===== src/common/mbrw_consts.svh =====
/*
  Constants of the read/write-multiple slave and its exception answers.
  Assumes one byte stream per frame and a 16-bit holding register map.
*/
// Function
// - Query fields: address, 17, read, write, data
// - Byte count gives write data bytes
// - Answer: address, code, count, read words
// - Frame address plus one gives register
// - Every unicast query gets an answer, except other known function codes (passed to other_func_o)
// - Errors answer address, code, exception, CRC
// - Exception function code is query plus 80h
// - Unsupported function code answers 01h
// - Missing register answers 02h
// - Bad counts or lengths answer 03h
// - Value out of range answers 21h
// - Write refused by state answers 22h
// - Write to read-only register answers 23h
// - Write first, then read back
// - Broadcast copies are never acted on
`ifndef MBRW_CONSTS_SVH
`define MBRW_CONSTS_SVH

`define MBRW_FC_RD_COILS 8'h01
`define MBRW_FC_RD_REGS 8'h03
`define MBRW_FC_WR_COIL 8'h05
`define MBRW_FC_WR_REG 8'h06
`define MBRW_FC_WR_COILS 8'h0f
`define MBRW_FC_WR_REGS 8'h10
`define MBRW_FC_RW_REGS 8'h17
`define MBRW_EXC_OFFSET 8'h80
`define MBRW_BROADCAST 8'h00

`define MBRW_EXC_FUNC 8'h01
`define MBRW_EXC_ADDR 8'h02
`define MBRW_EXC_FORMAT 8'h03
`define MBRW_EXC_RANGE 8'h21
`define MBRW_EXC_STATE 8'h22
`define MBRW_EXC_RDONLY 8'h23

`define MBRW_POS_ADDR 8'h00
`define MBRW_POS_FC 8'h01
`define MBRW_POS_RA 8'h02
`define MBRW_POS_RQ 8'h04
`define MBRW_POS_WA 8'h06
`define MBRW_POS_WQ 8'h08
`define MBRW_POS_BC 8'h0a
`define MBRW_POS_WDATA 8'h0b
`define MBRW_HDR_LEN 9'h00b
`define MBRW_CRC_LEN 9'h002
`define MBRW_MIN_FRAME 8'h04
`define MBRW_BUF_DEPTH 256

`define MBRW_MAX_RD_QTY 16'h007d
`define MBRW_MAX_WR_QTY 16'h0079
`define MBRW_REG_BASE 16'h0001

`define MBRW_CRC_INIT 16'hffff
`define MBRW_CRC_POLY 16'ha001

`endif


===== src/common/mbrw_pkg.sv =====
/*
  Types of the read/write-multiple slave: states and state records.
  Assumes the constants header for field widths.
*/
package mbrw_pkg;

  typedef enum logic [2:0] {
    mbrw_s_idle = 3'h0,
    mbrw_s_chkw = 3'h1,
    mbrw_s_chkr = 3'h3,
    mbrw_s_write = 3'h2,
    mbrw_s_tx = 3'h6
  } mbrw_state_t;

  typedef enum logic [2:0] {
    mbrw_t_addr = 3'h0,
    mbrw_t_fc = 3'h1,
    mbrw_t_cnt = 3'h3,
    mbrw_t_hi = 3'h2,
    mbrw_t_lo = 3'h6,
    mbrw_t_crcl = 3'h7,
    mbrw_t_crch = 3'h5
  } mbrw_tx_t;

  typedef struct packed {
    mbrw_state_t st;
    mbrw_tx_t tx;
    logic [7:0] cnt;
    logic ovf;
    logic [7:0] idx;
    logic [15:0] addr;
    logic [15:0] wdata;
    logic exc;
    logic [7:0] exc_code;
    logic [7:0] byte_lo;
    logic [7:0] tx_data;
    logic tx_valid;
    logic other;
  } mbrw_main_t;

  typedef struct packed {
    logic [15:0] crc;
  } mbrw_crc_state_t;

endpackage


===== src/common/mbrw_crc_if.sv =====
/*
  Carrier between the frame handler and one CRC-16 engine.
  Assumes the engine updates one byte per clock.
*/
`timescale 1ns/10ps
interface mbrw_crc_if;
  logic clear;
  logic valid;
  logic [7:0] data;
  logic [15:0] crc;

  modport user (output clear, output valid, output data, input crc);
  modport engine (input clear, input valid, input data, output crc);
endinterface


===== src/logic/mbrw_slave.sv =====
/*
  Slave frame handler: read/write-multiple queries and exception answers.
  Assumes a byte receiver that flags the end of each frame, a byte
  transmitter with ready, and a register map answering combinationally.
*/
`timescale 1ns/10ps
`include "mbrw_consts.svh"
module mbrw_slave (
  input wire logic clk_i,
  input wire logic rst_i,
  input wire logic [7:0] slave_addr_i,
  input wire logic [7:0] rx_data_i,
  input wire logic rx_valid_i,
  input wire logic rx_end_i,
  output logic [7:0] tx_data_o,
  output logic tx_valid_o,
  input wire logic tx_ready_i,
  output logic [15:0] reg_addr_o,
  output logic [15:0] reg_wdata_o,
  output logic reg_we_o,
  input wire logic [15:0] reg_rdata_i,
  input wire logic reg_exists_i,
  input wire logic reg_read_only_i,
  input wire logic reg_in_range_i,
  input wire logic reg_run_locked_i,
  input wire logic run_state_i,
  input wire logic trip_state_i,
  input wire logic undervoltage_state_i,
  input wire logic soft_lock_i,
  output logic other_func_o,
  output logic busy_o
);

  mbrw_pkg::mbrw_main_t q;
  mbrw_pkg::mbrw_main_t d;
  logic [7:0] rx_buf [0:`MBRW_BUF_DEPTH-1];
  logic buf_we;
  logic [7:0] fr_addr;
  logic [7:0] fr_fc;
  logic [15:0] rd_start;
  logic [15:0] rd_qty;
  logic [15:0] wr_start;
  logic [15:0] wr_qty;
  logic [7:0] wr_bytes;
  logic [8:0] exp_len;
  logic fc_known;
  logic fmt_ok;
  logic state_block;
  logic last_wr;
  logic last_rd;
  logic [7:0] nxt_pos;
  logic tx_take;

  mbrw_crc_if rx_crc ();
  mbrw_crc_if tx_crc ();

  mbrw_crc u_rx_crc (
    .clk_i(clk_i),
    .rst_i(rst_i),
    .crc_if(rx_crc.engine)
  );

  mbrw_crc u_tx_crc (
    .clk_i(clk_i),
    .rst_i(rst_i),
    .crc_if(tx_crc.engine)
  );

  //////////////////////////////////////////////////////////////////////////
  // Query fields held in the receive buffer

  assign fr_addr = rx_buf[`MBRW_POS_ADDR];
  assign fr_fc = rx_buf[`MBRW_POS_FC];
  assign rd_start = {rx_buf[`MBRW_POS_RA], rx_buf[`MBRW_POS_RA + 8'h01]};
  assign rd_qty = {rx_buf[`MBRW_POS_RQ], rx_buf[`MBRW_POS_RQ + 8'h01]};
  assign wr_start = {rx_buf[`MBRW_POS_WA], rx_buf[`MBRW_POS_WA + 8'h01]};
  assign wr_qty = {rx_buf[`MBRW_POS_WQ], rx_buf[`MBRW_POS_WQ + 8'h01]};
  assign wr_bytes = rx_buf[`MBRW_POS_BC];

  assign exp_len = `MBRW_HDR_LEN + `MBRW_CRC_LEN + {1'b0, wr_bytes};

  assign fc_known = (fr_fc == `MBRW_FC_RD_COILS) ||
                    (fr_fc == `MBRW_FC_RD_REGS) ||
                    (fr_fc == `MBRW_FC_WR_COIL) ||
                    (fr_fc == `MBRW_FC_WR_REG) ||
                    (fr_fc == `MBRW_FC_WR_COILS) ||
                    (fr_fc == `MBRW_FC_WR_REGS) ||
                    (fr_fc == `MBRW_FC_RW_REGS);

  // Counts, lengths and byte count must agree
  assign fmt_ok = !q.ovf &&
                  ({1'b0, q.cnt} == exp_len) &&
                  ({8'h00, wr_bytes} == 16'(wr_qty << 1)) &&
                  (rd_qty != 16'h0000) &&
                  (rd_qty <= `MBRW_MAX_RD_QTY) &&
                  (wr_qty != 16'h0000) &&
                  (wr_qty <= `MBRW_MAX_WR_QTY);

  // Device states that refuse any write; running refuses only run-locked registers
  assign state_block = trip_state_i || undervoltage_state_i ||
                       soft_lock_i ||
                       (run_state_i && reg_run_locked_i);

  assign last_wr = (16'({8'h00, q.idx} + 16'h0001) == wr_qty);
  assign last_rd = (16'({8'h00, q.idx} + 16'h0001) == rd_qty);
  assign nxt_pos = 8'(`MBRW_POS_WDATA + {q.idx[6:0], 1'b0} + 8'h02);
  assign tx_take = q.tx_valid && tx_ready_i;

  //////////////////////////////////////////////////////////////////////////
  // CRC engine hookup

  assign buf_we = (q.st == mbrw_pkg::mbrw_s_idle) && rx_valid_i &&
                  !rx_end_i && !q.ovf;

  assign rx_crc.clear = (q.st != mbrw_pkg::mbrw_s_idle) || rx_end_i;
  assign rx_crc.valid = buf_we;
  assign rx_crc.data = rx_data_i;

  assign tx_crc.clear = (q.st != mbrw_pkg::mbrw_s_tx);
  assign tx_crc.valid = tx_take && (q.tx != mbrw_pkg::mbrw_t_crcl) &&
                        (q.tx != mbrw_pkg::mbrw_t_crch);
  assign tx_crc.data = q.tx_data;

  always_ff @(posedge clk_i) begin
    if (buf_we) begin
      rx_buf[q.cnt] <= rx_data_i;
    end
  end

  //////////////////////////////////////////////////////////////////////////
  // Frame sequencing

  always_comb begin
    d = q;
    d.other = 1'b0;
    unique case (q.st)
      mbrw_pkg::mbrw_s_idle: begin
        if (rx_end_i) begin
          d.cnt = 8'h00;
          d.ovf = 1'b0;
          d.exc = 1'b0;
          d.idx = 8'h00;
          d.tx = mbrw_pkg::mbrw_t_addr;
          if (q.cnt < `MBRW_MIN_FRAME && !q.ovf) begin
            d.st = mbrw_pkg::mbrw_s_idle;
          end else if (rx_crc.crc != 16'h0000) begin
            d.st = mbrw_pkg::mbrw_s_idle;
          end else if (fr_addr == `MBRW_BROADCAST) begin
            d.st = mbrw_pkg::mbrw_s_idle;
          end else if (fr_addr != slave_addr_i) begin
            d.st = mbrw_pkg::mbrw_s_idle;
          end else if (!fc_known) begin
            d.st = mbrw_pkg::mbrw_s_tx;
            d.exc = 1'b1;
            d.exc_code = `MBRW_EXC_FUNC;
          end else if (fr_fc != `MBRW_FC_RW_REGS) begin
            d.other = 1'b1;
          end else if (!fmt_ok) begin
            d.st = mbrw_pkg::mbrw_s_tx;
            d.exc = 1'b1;
            d.exc_code = `MBRW_EXC_FORMAT;
          end else begin
            d.st = mbrw_pkg::mbrw_s_chkw;
            d.addr = 16'(wr_start + `MBRW_REG_BASE);
            d.wdata = {rx_buf[`MBRW_POS_WDATA],
                       rx_buf[`MBRW_POS_WDATA + 8'h01]};
          end
        end else if (rx_valid_i) begin
          if (q.cnt == 8'hff) begin
            d.ovf = 1'b1;
          end else if (!q.ovf) begin
            d.cnt = q.cnt + 8'h01;
          end
        end
      end
      mbrw_pkg::mbrw_s_chkw: begin
        if (!reg_exists_i) begin
          d.st = mbrw_pkg::mbrw_s_tx;
          d.exc = 1'b1;
          d.exc_code = `MBRW_EXC_ADDR;
        end else if (reg_read_only_i) begin
          d.st = mbrw_pkg::mbrw_s_tx;
          d.exc = 1'b1;
          d.exc_code = `MBRW_EXC_RDONLY;
        end else if (state_block) begin
          d.st = mbrw_pkg::mbrw_s_tx;
          d.exc = 1'b1;
          d.exc_code = `MBRW_EXC_STATE;
        end else if (!reg_in_range_i) begin
          d.st = mbrw_pkg::mbrw_s_tx;
          d.exc = 1'b1;
          d.exc_code = `MBRW_EXC_RANGE;
        end else if (last_wr) begin
          d.st = mbrw_pkg::mbrw_s_chkr;
          d.idx = 8'h00;
          d.addr = 16'(rd_start + `MBRW_REG_BASE);
        end else begin
          d.idx = q.idx + 8'h01;
          d.addr = q.addr + 16'h0001;
          d.wdata = {rx_buf[nxt_pos], rx_buf[8'(nxt_pos + 8'h01)]};
        end
      end
      mbrw_pkg::mbrw_s_chkr: begin
        if (!reg_exists_i) begin
          d.st = mbrw_pkg::mbrw_s_tx;
          d.exc = 1'b1;
          d.exc_code = `MBRW_EXC_ADDR;
        end else if (last_rd) begin
          d.st = mbrw_pkg::mbrw_s_write;
          d.idx = 8'h00;
          d.addr = 16'(wr_start + `MBRW_REG_BASE);
          d.wdata = {rx_buf[`MBRW_POS_WDATA],
                     rx_buf[`MBRW_POS_WDATA + 8'h01]};
        end else begin
          d.idx = q.idx + 8'h01;
          d.addr = q.addr + 16'h0001;
        end
      end
      mbrw_pkg::mbrw_s_write: begin
        // Writes complete before any read-back
        if (last_wr) begin
          d.st = mbrw_pkg::mbrw_s_tx;
          d.idx = 8'h00;
          d.addr = 16'(rd_start + `MBRW_REG_BASE);
        end else begin
          d.idx = q.idx + 8'h01;
          d.addr = q.addr + 16'h0001;
          d.wdata = {rx_buf[nxt_pos], rx_buf[8'(nxt_pos + 8'h01)]};
        end
      end
      mbrw_pkg::mbrw_s_tx: begin
        if (!q.tx_valid) begin
          d.tx_valid = 1'b1;
          unique case (q.tx)
            mbrw_pkg::mbrw_t_addr: begin
              d.tx_data = slave_addr_i;
            end
            mbrw_pkg::mbrw_t_fc: begin
              d.tx_data = q.exc ? 8'(fr_fc + `MBRW_EXC_OFFSET)
                                : fr_fc;
            end
            mbrw_pkg::mbrw_t_cnt: begin
              d.tx_data = q.exc ? q.exc_code
                                : 8'(rd_qty << 1);
            end
            mbrw_pkg::mbrw_t_hi: begin
              d.tx_data = reg_rdata_i[15:8];
              d.byte_lo = reg_rdata_i[7:0];
            end
            mbrw_pkg::mbrw_t_lo: begin
              d.tx_data = q.byte_lo;
            end
            mbrw_pkg::mbrw_t_crcl: begin
              d.tx_data = tx_crc.crc[7:0];
              d.byte_lo = tx_crc.crc[15:8];
            end
            mbrw_pkg::mbrw_t_crch: begin
              d.tx_data = q.byte_lo;
            end
            default: begin
              d.tx = mbrw_pkg::mbrw_t_addr;
              d.tx_valid = 1'b0;
            end
          endcase
        end else if (tx_take) begin
          d.tx_valid = 1'b0;
          unique case (q.tx)
            mbrw_pkg::mbrw_t_addr: d.tx = mbrw_pkg::mbrw_t_fc;
            mbrw_pkg::mbrw_t_fc: d.tx = mbrw_pkg::mbrw_t_cnt;
            mbrw_pkg::mbrw_t_cnt: begin
              d.tx = q.exc ? mbrw_pkg::mbrw_t_crcl : mbrw_pkg::mbrw_t_hi;
            end
            mbrw_pkg::mbrw_t_hi: d.tx = mbrw_pkg::mbrw_t_lo;
            mbrw_pkg::mbrw_t_lo: begin
              if (last_rd) begin
                d.tx = mbrw_pkg::mbrw_t_crcl;
              end else begin
                d.tx = mbrw_pkg::mbrw_t_hi;
                d.idx = q.idx + 8'h01;
                d.addr = q.addr + 16'h0001;
              end
            end
            mbrw_pkg::mbrw_t_crcl: d.tx = mbrw_pkg::mbrw_t_crch;
            mbrw_pkg::mbrw_t_crch: begin
              d.tx = mbrw_pkg::mbrw_t_addr;
              d.st = mbrw_pkg::mbrw_s_idle;
            end
            default: d.tx = mbrw_pkg::mbrw_t_addr;
          endcase
        end
      end
      default: begin
        d.st = mbrw_pkg::mbrw_s_idle;
        d.tx_valid = 1'b0;
      end
    endcase
  end

  always_ff @(posedge clk_i or posedge rst_i) begin
    if (rst_i) begin
      q <= '0;
    end else begin
      q <= d;
    end
  end

  //////////////////////////////////////////////////////////////////////////
  // Outputs

  assign tx_data_o = q.tx_data;
  assign tx_valid_o = q.tx_valid;
  assign reg_addr_o = q.addr;
  assign reg_wdata_o = q.wdata;
  assign reg_we_o = (q.st == mbrw_pkg::mbrw_s_write);
  assign other_func_o = q.other;
  assign busy_o = (q.st != mbrw_pkg::mbrw_s_idle);

endmodule


===== src/logic/mbrw_crc.sv =====
/*
  CRC-16 engine, reflected polynomial, one byte per clock.
  Assumes clear has priority over a byte in the same cycle.
*/
`timescale 1ns/10ps
`include "mbrw_consts.svh"
module mbrw_crc (
  input wire logic clk_i,
  input wire logic rst_i,
  mbrw_crc_if.engine crc_if
);

  mbrw_pkg::mbrw_crc_state_t s_q;
  mbrw_pkg::mbrw_crc_state_t s_d;

  function automatic logic [15:0] crc_byte(input logic [15:0] c,
                                           input logic [7:0] b);
    logic [15:0] r;
    r = c ^ {8'h00, b};
    for (int i = 0; i < 8; i++) begin
      r = r[0] ? ((r >> 1) ^ `MBRW_CRC_POLY) : (r >> 1);
    end
    return r;
  endfunction

  always_comb begin
    s_d = s_q;
    if (crc_if.clear) begin
      s_d.crc = `MBRW_CRC_INIT;
    end else if (crc_if.valid) begin
      s_d.crc = crc_byte(s_q.crc, crc_if.data);
    end
  end

  always_ff @(posedge clk_i or posedge rst_i) begin
    if (rst_i) begin
      s_q <= '{crc: `MBRW_CRC_INIT};
    end else begin
      s_q <= s_d;
    end
  end

  assign crc_if.crc = s_q.crc;

endmodule


===== config.mk =====
export PLATFORM = sky130hd
export DESIGN_NAME = mbrw_slave
export DESIGN_NICKNAME = d
export VERILOG_FILES = /design/src/common/mbrw_pkg.sv /design/src/common/mbrw_crc_if.sv /design/src/logic/mbrw_slave.sv /design/src/logic/mbrw_crc.sv
export VERILOG_INCLUDE_DIRS = /design/src /design/src/common
export SDC_FILE = /design/constraint.sdc
export NUM_CORES = 2
export LEC_CHECK = 0
export BUFFER_PORTS_ARGS = -buffer_cell sky130_fd_sc_hd__buf_2
export CELL_PAD_IN_SITES_DETAIL_PLACEMENT = 1
export CELL_PAD_IN_SITES_GLOBAL_PLACEMENT = 2
export CORE_MARGIN = 2
export CORE_UTILIZATION = 45
export DETAILED_ROUTE_END_ITERATION = 12
export PLACE_DENSITY_LB_ADDON = 0.1
export SYNTH_ARGS = -nofsm -noshare
export SYNTH_HDL_FRONTEND = slang
export SYNTH_HIERARCHICAL = 1
export SYNTH_SLANG_ARGS = --single-unit

===== constraint.sdc =====
create_clock -name clk_i -period 11 [get_ports clk_i]
set_clock_uncertainty 0.1 [all_clocks]
set_input_delay 1.65 -clock clk_i [delete_from_list [all_inputs] [get_ports clk_i]]
set_output_delay 1.65 -clock clk_i [all_outputs]
set_load 0.03 [all_outputs]

==> metrics <==
Peak VDD IR around 0.21 mV; initial cell density of the core 45.2%; share of post-route cells with drive strength above 1 26.1%; CTS Sinks 2157; switching share of power 30.1%; Nets between 4000 and 5000; TNS Setup 0 ns; Synth warnings 6; grt ovf 0; gpl congestion 0.796; Pwr Density ~240 nW/µm²; Worst-Skew Late Latency around 0.86 ns; final WL 234000 µm; P&R area growth vs syn 11.9%; Crit path required time 11.62 ns; worst hold path type register to register; Via density 5.98; outcome finished, final reports clean; Setup Fix Bufs, Post-CTS 0; routed len/inst roughly 32 µm; maxcap violations 0; Slew headroom between 10% and 20%; initial antenna violation count 9; CTS Buf Count 227; Max clock buf depth 3; H-Tree Depth 4; fin. max-slew vios 0; final core utilization 50.5%; worst r2r src q[60]$_DFFE_PP0P_; Routed Antenna Nets 0; vias in the first global route 46000; CP max FO 54; Worst Setup End Kind register; CTS clk-pin slew, worst paths 0.06 ns; Period minus WS final 6.06 ns; Avg Inst Size Synth 19.9 µm²; CTS root buffer clkbuf_16; CTS tree built; Worst R2R End reg_wdata_o[0]$_DFFE_PP0P_; sequential group share of total power 38.8%; Comb pwr share between 20 and 30%; Critical Path Source Type register; Die Area 199000 µm²; 1st-iter DRT viols 3995; IO buf count 88; fin crit share 55.1%; first-pass GRT wire length ~340000 µm; # rows 162; syn_nets 4485; worst reg2reg path depth 10; sw power slightly above 0.007 W; DR pass1 iterations 5; Mapped Cells 4427; sequential share of the synthesized area 73.1%; Synth Flop Type edfxtp_1; residual DRC count 0; Tot GR Track Use 23.9%; Hold Buf Count CTS 0; Netlist cell types a little under 80; crit path kind register to register; Least-Margin Pin Slew approximately 1.3 ns; CTS resizes 0; Arr. time, crit path 6.68 ns; RSZ-0062 raised after global routing false; post-detail-place hpwl 144000 µm; die width 446 µm; final setup fails 0; LEAKAGE 30.5 nW; worst reg2reg setup slack approximately 4.9 ns; Top Ports 89; Hold Fails Final Rpt 0; hold path endpoint q[16]$_DFFE_PP0P_; Die Ht 446 µm; Hold Path Origin q[16]$_DFFE_PP0P_; clock share of power 31.6%; CORE AREA 195000 µm²; Synth Register Bits 2157; fmax 0.165 GHz; Final Power 0.0239 W; Synth Cell Area 87900 µm²; pin count of the biggest net entering global routing around 190; Post-synth ARST share 5.05%; Pint 0.0167 W; Post-synth EDFFs 2048; routed vias 43500; Hold Crit Depth 2
[metal layers]
metal	vias up	share of wire (%)	global-route usage (%)
met3	256	5.0	3.29
met2	1149	49	38.2
met4	0	1.8	5.17
li1	18400	-	-
met5	-	0	0
met1	23700	44	35.1
[cell families after synthesis]
group / count (synthesis) / share of synthesized area (%)
flip-flops: 2157 / 73.1
adder cells (fa/ha/maj): 13 / 0.185
multiplexers: 709 / 17.2
buffers and inverters: 336 / 1.74
XOR/XNOR: 127 / 1.42
AO/OA/AOI/OAI: 296 / 2.24
AND/OR/NAND/NOR: 789 / 4.13
[registers in the layout, summed over array words and instances (netlist names)]
signal               cells
other_func_o             1
q                       35
u_tx_crc/crc_if.crc     16
reg_wdata_o             16
reg_addr_o              16
u_rx_crc/crc_if.crc     16
rx_buf                2048
tx_valid_o               1
tx_data_o                8
[cells in the mapped netlist (all sizes together) (8+ instances only)]
cell,count,area (µm²)
a211o,9,78.8
a211oi,19,143
a21o,8,60.1
a21oi,54,274
a221oi,22,193
a31oi,12,75.1
and3,30,188
buf,129,757
clkbuf,167,627
dfrtp,77,1930
dfstp,32,841
edfxtp,2048,61500
ha,13,163
inv,39,146
mux2,52,623
mux2i,24,240
mux4,633,14300
nand2,160,601
nand2b,16,100
nand3,67,335
nand4,20,131
nor2,347,1310
nor2b,14,87.6
nor3,47,235
nor4,23,159
o211ai,15,113
o21ai,67,335
o22ai,40,250
o31ai,18,135
or2,13,81.3
or3,8,50.1
or4,13,101
xnor2,81,739
xor2,40,365
[worst max-delay path, cell delays in order, from the launching register on]
cell and delay (ns):
dfrtp_4 0.96, inv_1 0.30, ha_4 0.86, buf_4 0.79, buf_4 0.78, mux4_2 0.43
mux4_2 0.54, mux2_2 0.31, o22ai_1 0.34, o31ai_1 0.15, mux2_4 0.28
[layout by cell type (no fill, tap or decap), types with 9 or more instances in the layout]
master,count
a211o_1,9
a211oi_1,19
a21oi_1,53
a221oi_1,22
a31oi_1,12
and3_1,30
buf_2,80
buf_4,79
bufinv_16,22
clkbuf_1,59
clkbuf_16,227
clkinv_1,59
clkinv_2,32
clkinvlp_4,11
dfrtp_1,75
dfstp_2,32
edfxtp_1,2048
ha_1,11
inv_1,38
mux2_2,42
mux2_4,10
mux2i_1,24
mux4_2,633
nand2_1,160
nand2b_1,16
nand3_1,67
nand4_1,19
nor2_1,345
nor2b_1,14
nor3_1,47
nor4_1,22
o211ai_1,15
o21ai_0,64
o22ai_1,40
o31ai_1,17
or4_1,12
xnor2_1,73
xor2_1,37
[power by group through the flow]
stage | registers (W) | logic, W | clock network [W]
finish | 0.00927 | 0.00706 | 0.00754
global route | 0.00928 | 0.00750 | 0.00799
CTS | 0.00928 | 0.00721 | 0.00769
detailed placement | 0.00945 | 0.00718 | 0
global placement | 0.00945 | 0.00715 | 0
floorplan | 0.00929 | 0.00507 | 0
[how the worst max path moves through the flow]
stage                            startpoint                         end  slack, ns  cells past startpoint
final                     q[60]$_DFFE_PP0P_  reg_wdata_o[0]$_DFFE_PP0P_       4.94                     10
after global routing      q[60]$_DFFE_PP0P_  reg_wdata_o[0]$_DFFE_PP0P_       4.65                     10
after CTS                 q[60]$_DFFE_PP0P_  reg_wdata_o[6]$_DFFE_PP0P_       4.88                     10
after detailed placement  q[60]$_DFFE_PP0P_  reg_wdata_o[6]$_DFFE_PP0P_       4.83                     10
after global placement    q[60]$_DFFE_PP0P_  reg_wdata_o[6]$_DFFE_PP0P_       4.87                     10
after floorplan           q[60]$_DFFE_PP0P_  reg_wdata_o[1]$_DFFE_PP0P_       6.57                     14
[final cells by class]
type	instances	area, µm²
Timing Repair Buffer	173	1230
Inverter	40	153
Clock inverter	137	1350
Tap cell	2542	3180
Sequential cell	2157	64300
Antenna cell	2	5.00
Multi-Input combinational cell	1934	22200
Fill cell	17300	96200
Clock buffer	288	5930
[metrics by stage]
stage / cells / instance area (µm²) / hold slack, ns / setup WS (ns)
2_1_floorplan: 4427 / 87900 / 0.350 / 6.57
3_3_place_gp: 6846 / 91100 / 0.372 / 4.87
3_5_place_dp: 6846 / 91100 / 0.384 / 4.83
4_1_cts: 7271 / 98300 / 0.398 / 4.88
5_1_grt: 7272 / 98300 / 0.437 / 4.65
6_report: 7273 / 98300 / 0.394 / 4.94
No activity file was read; power rests on OpenSTA's default activity.
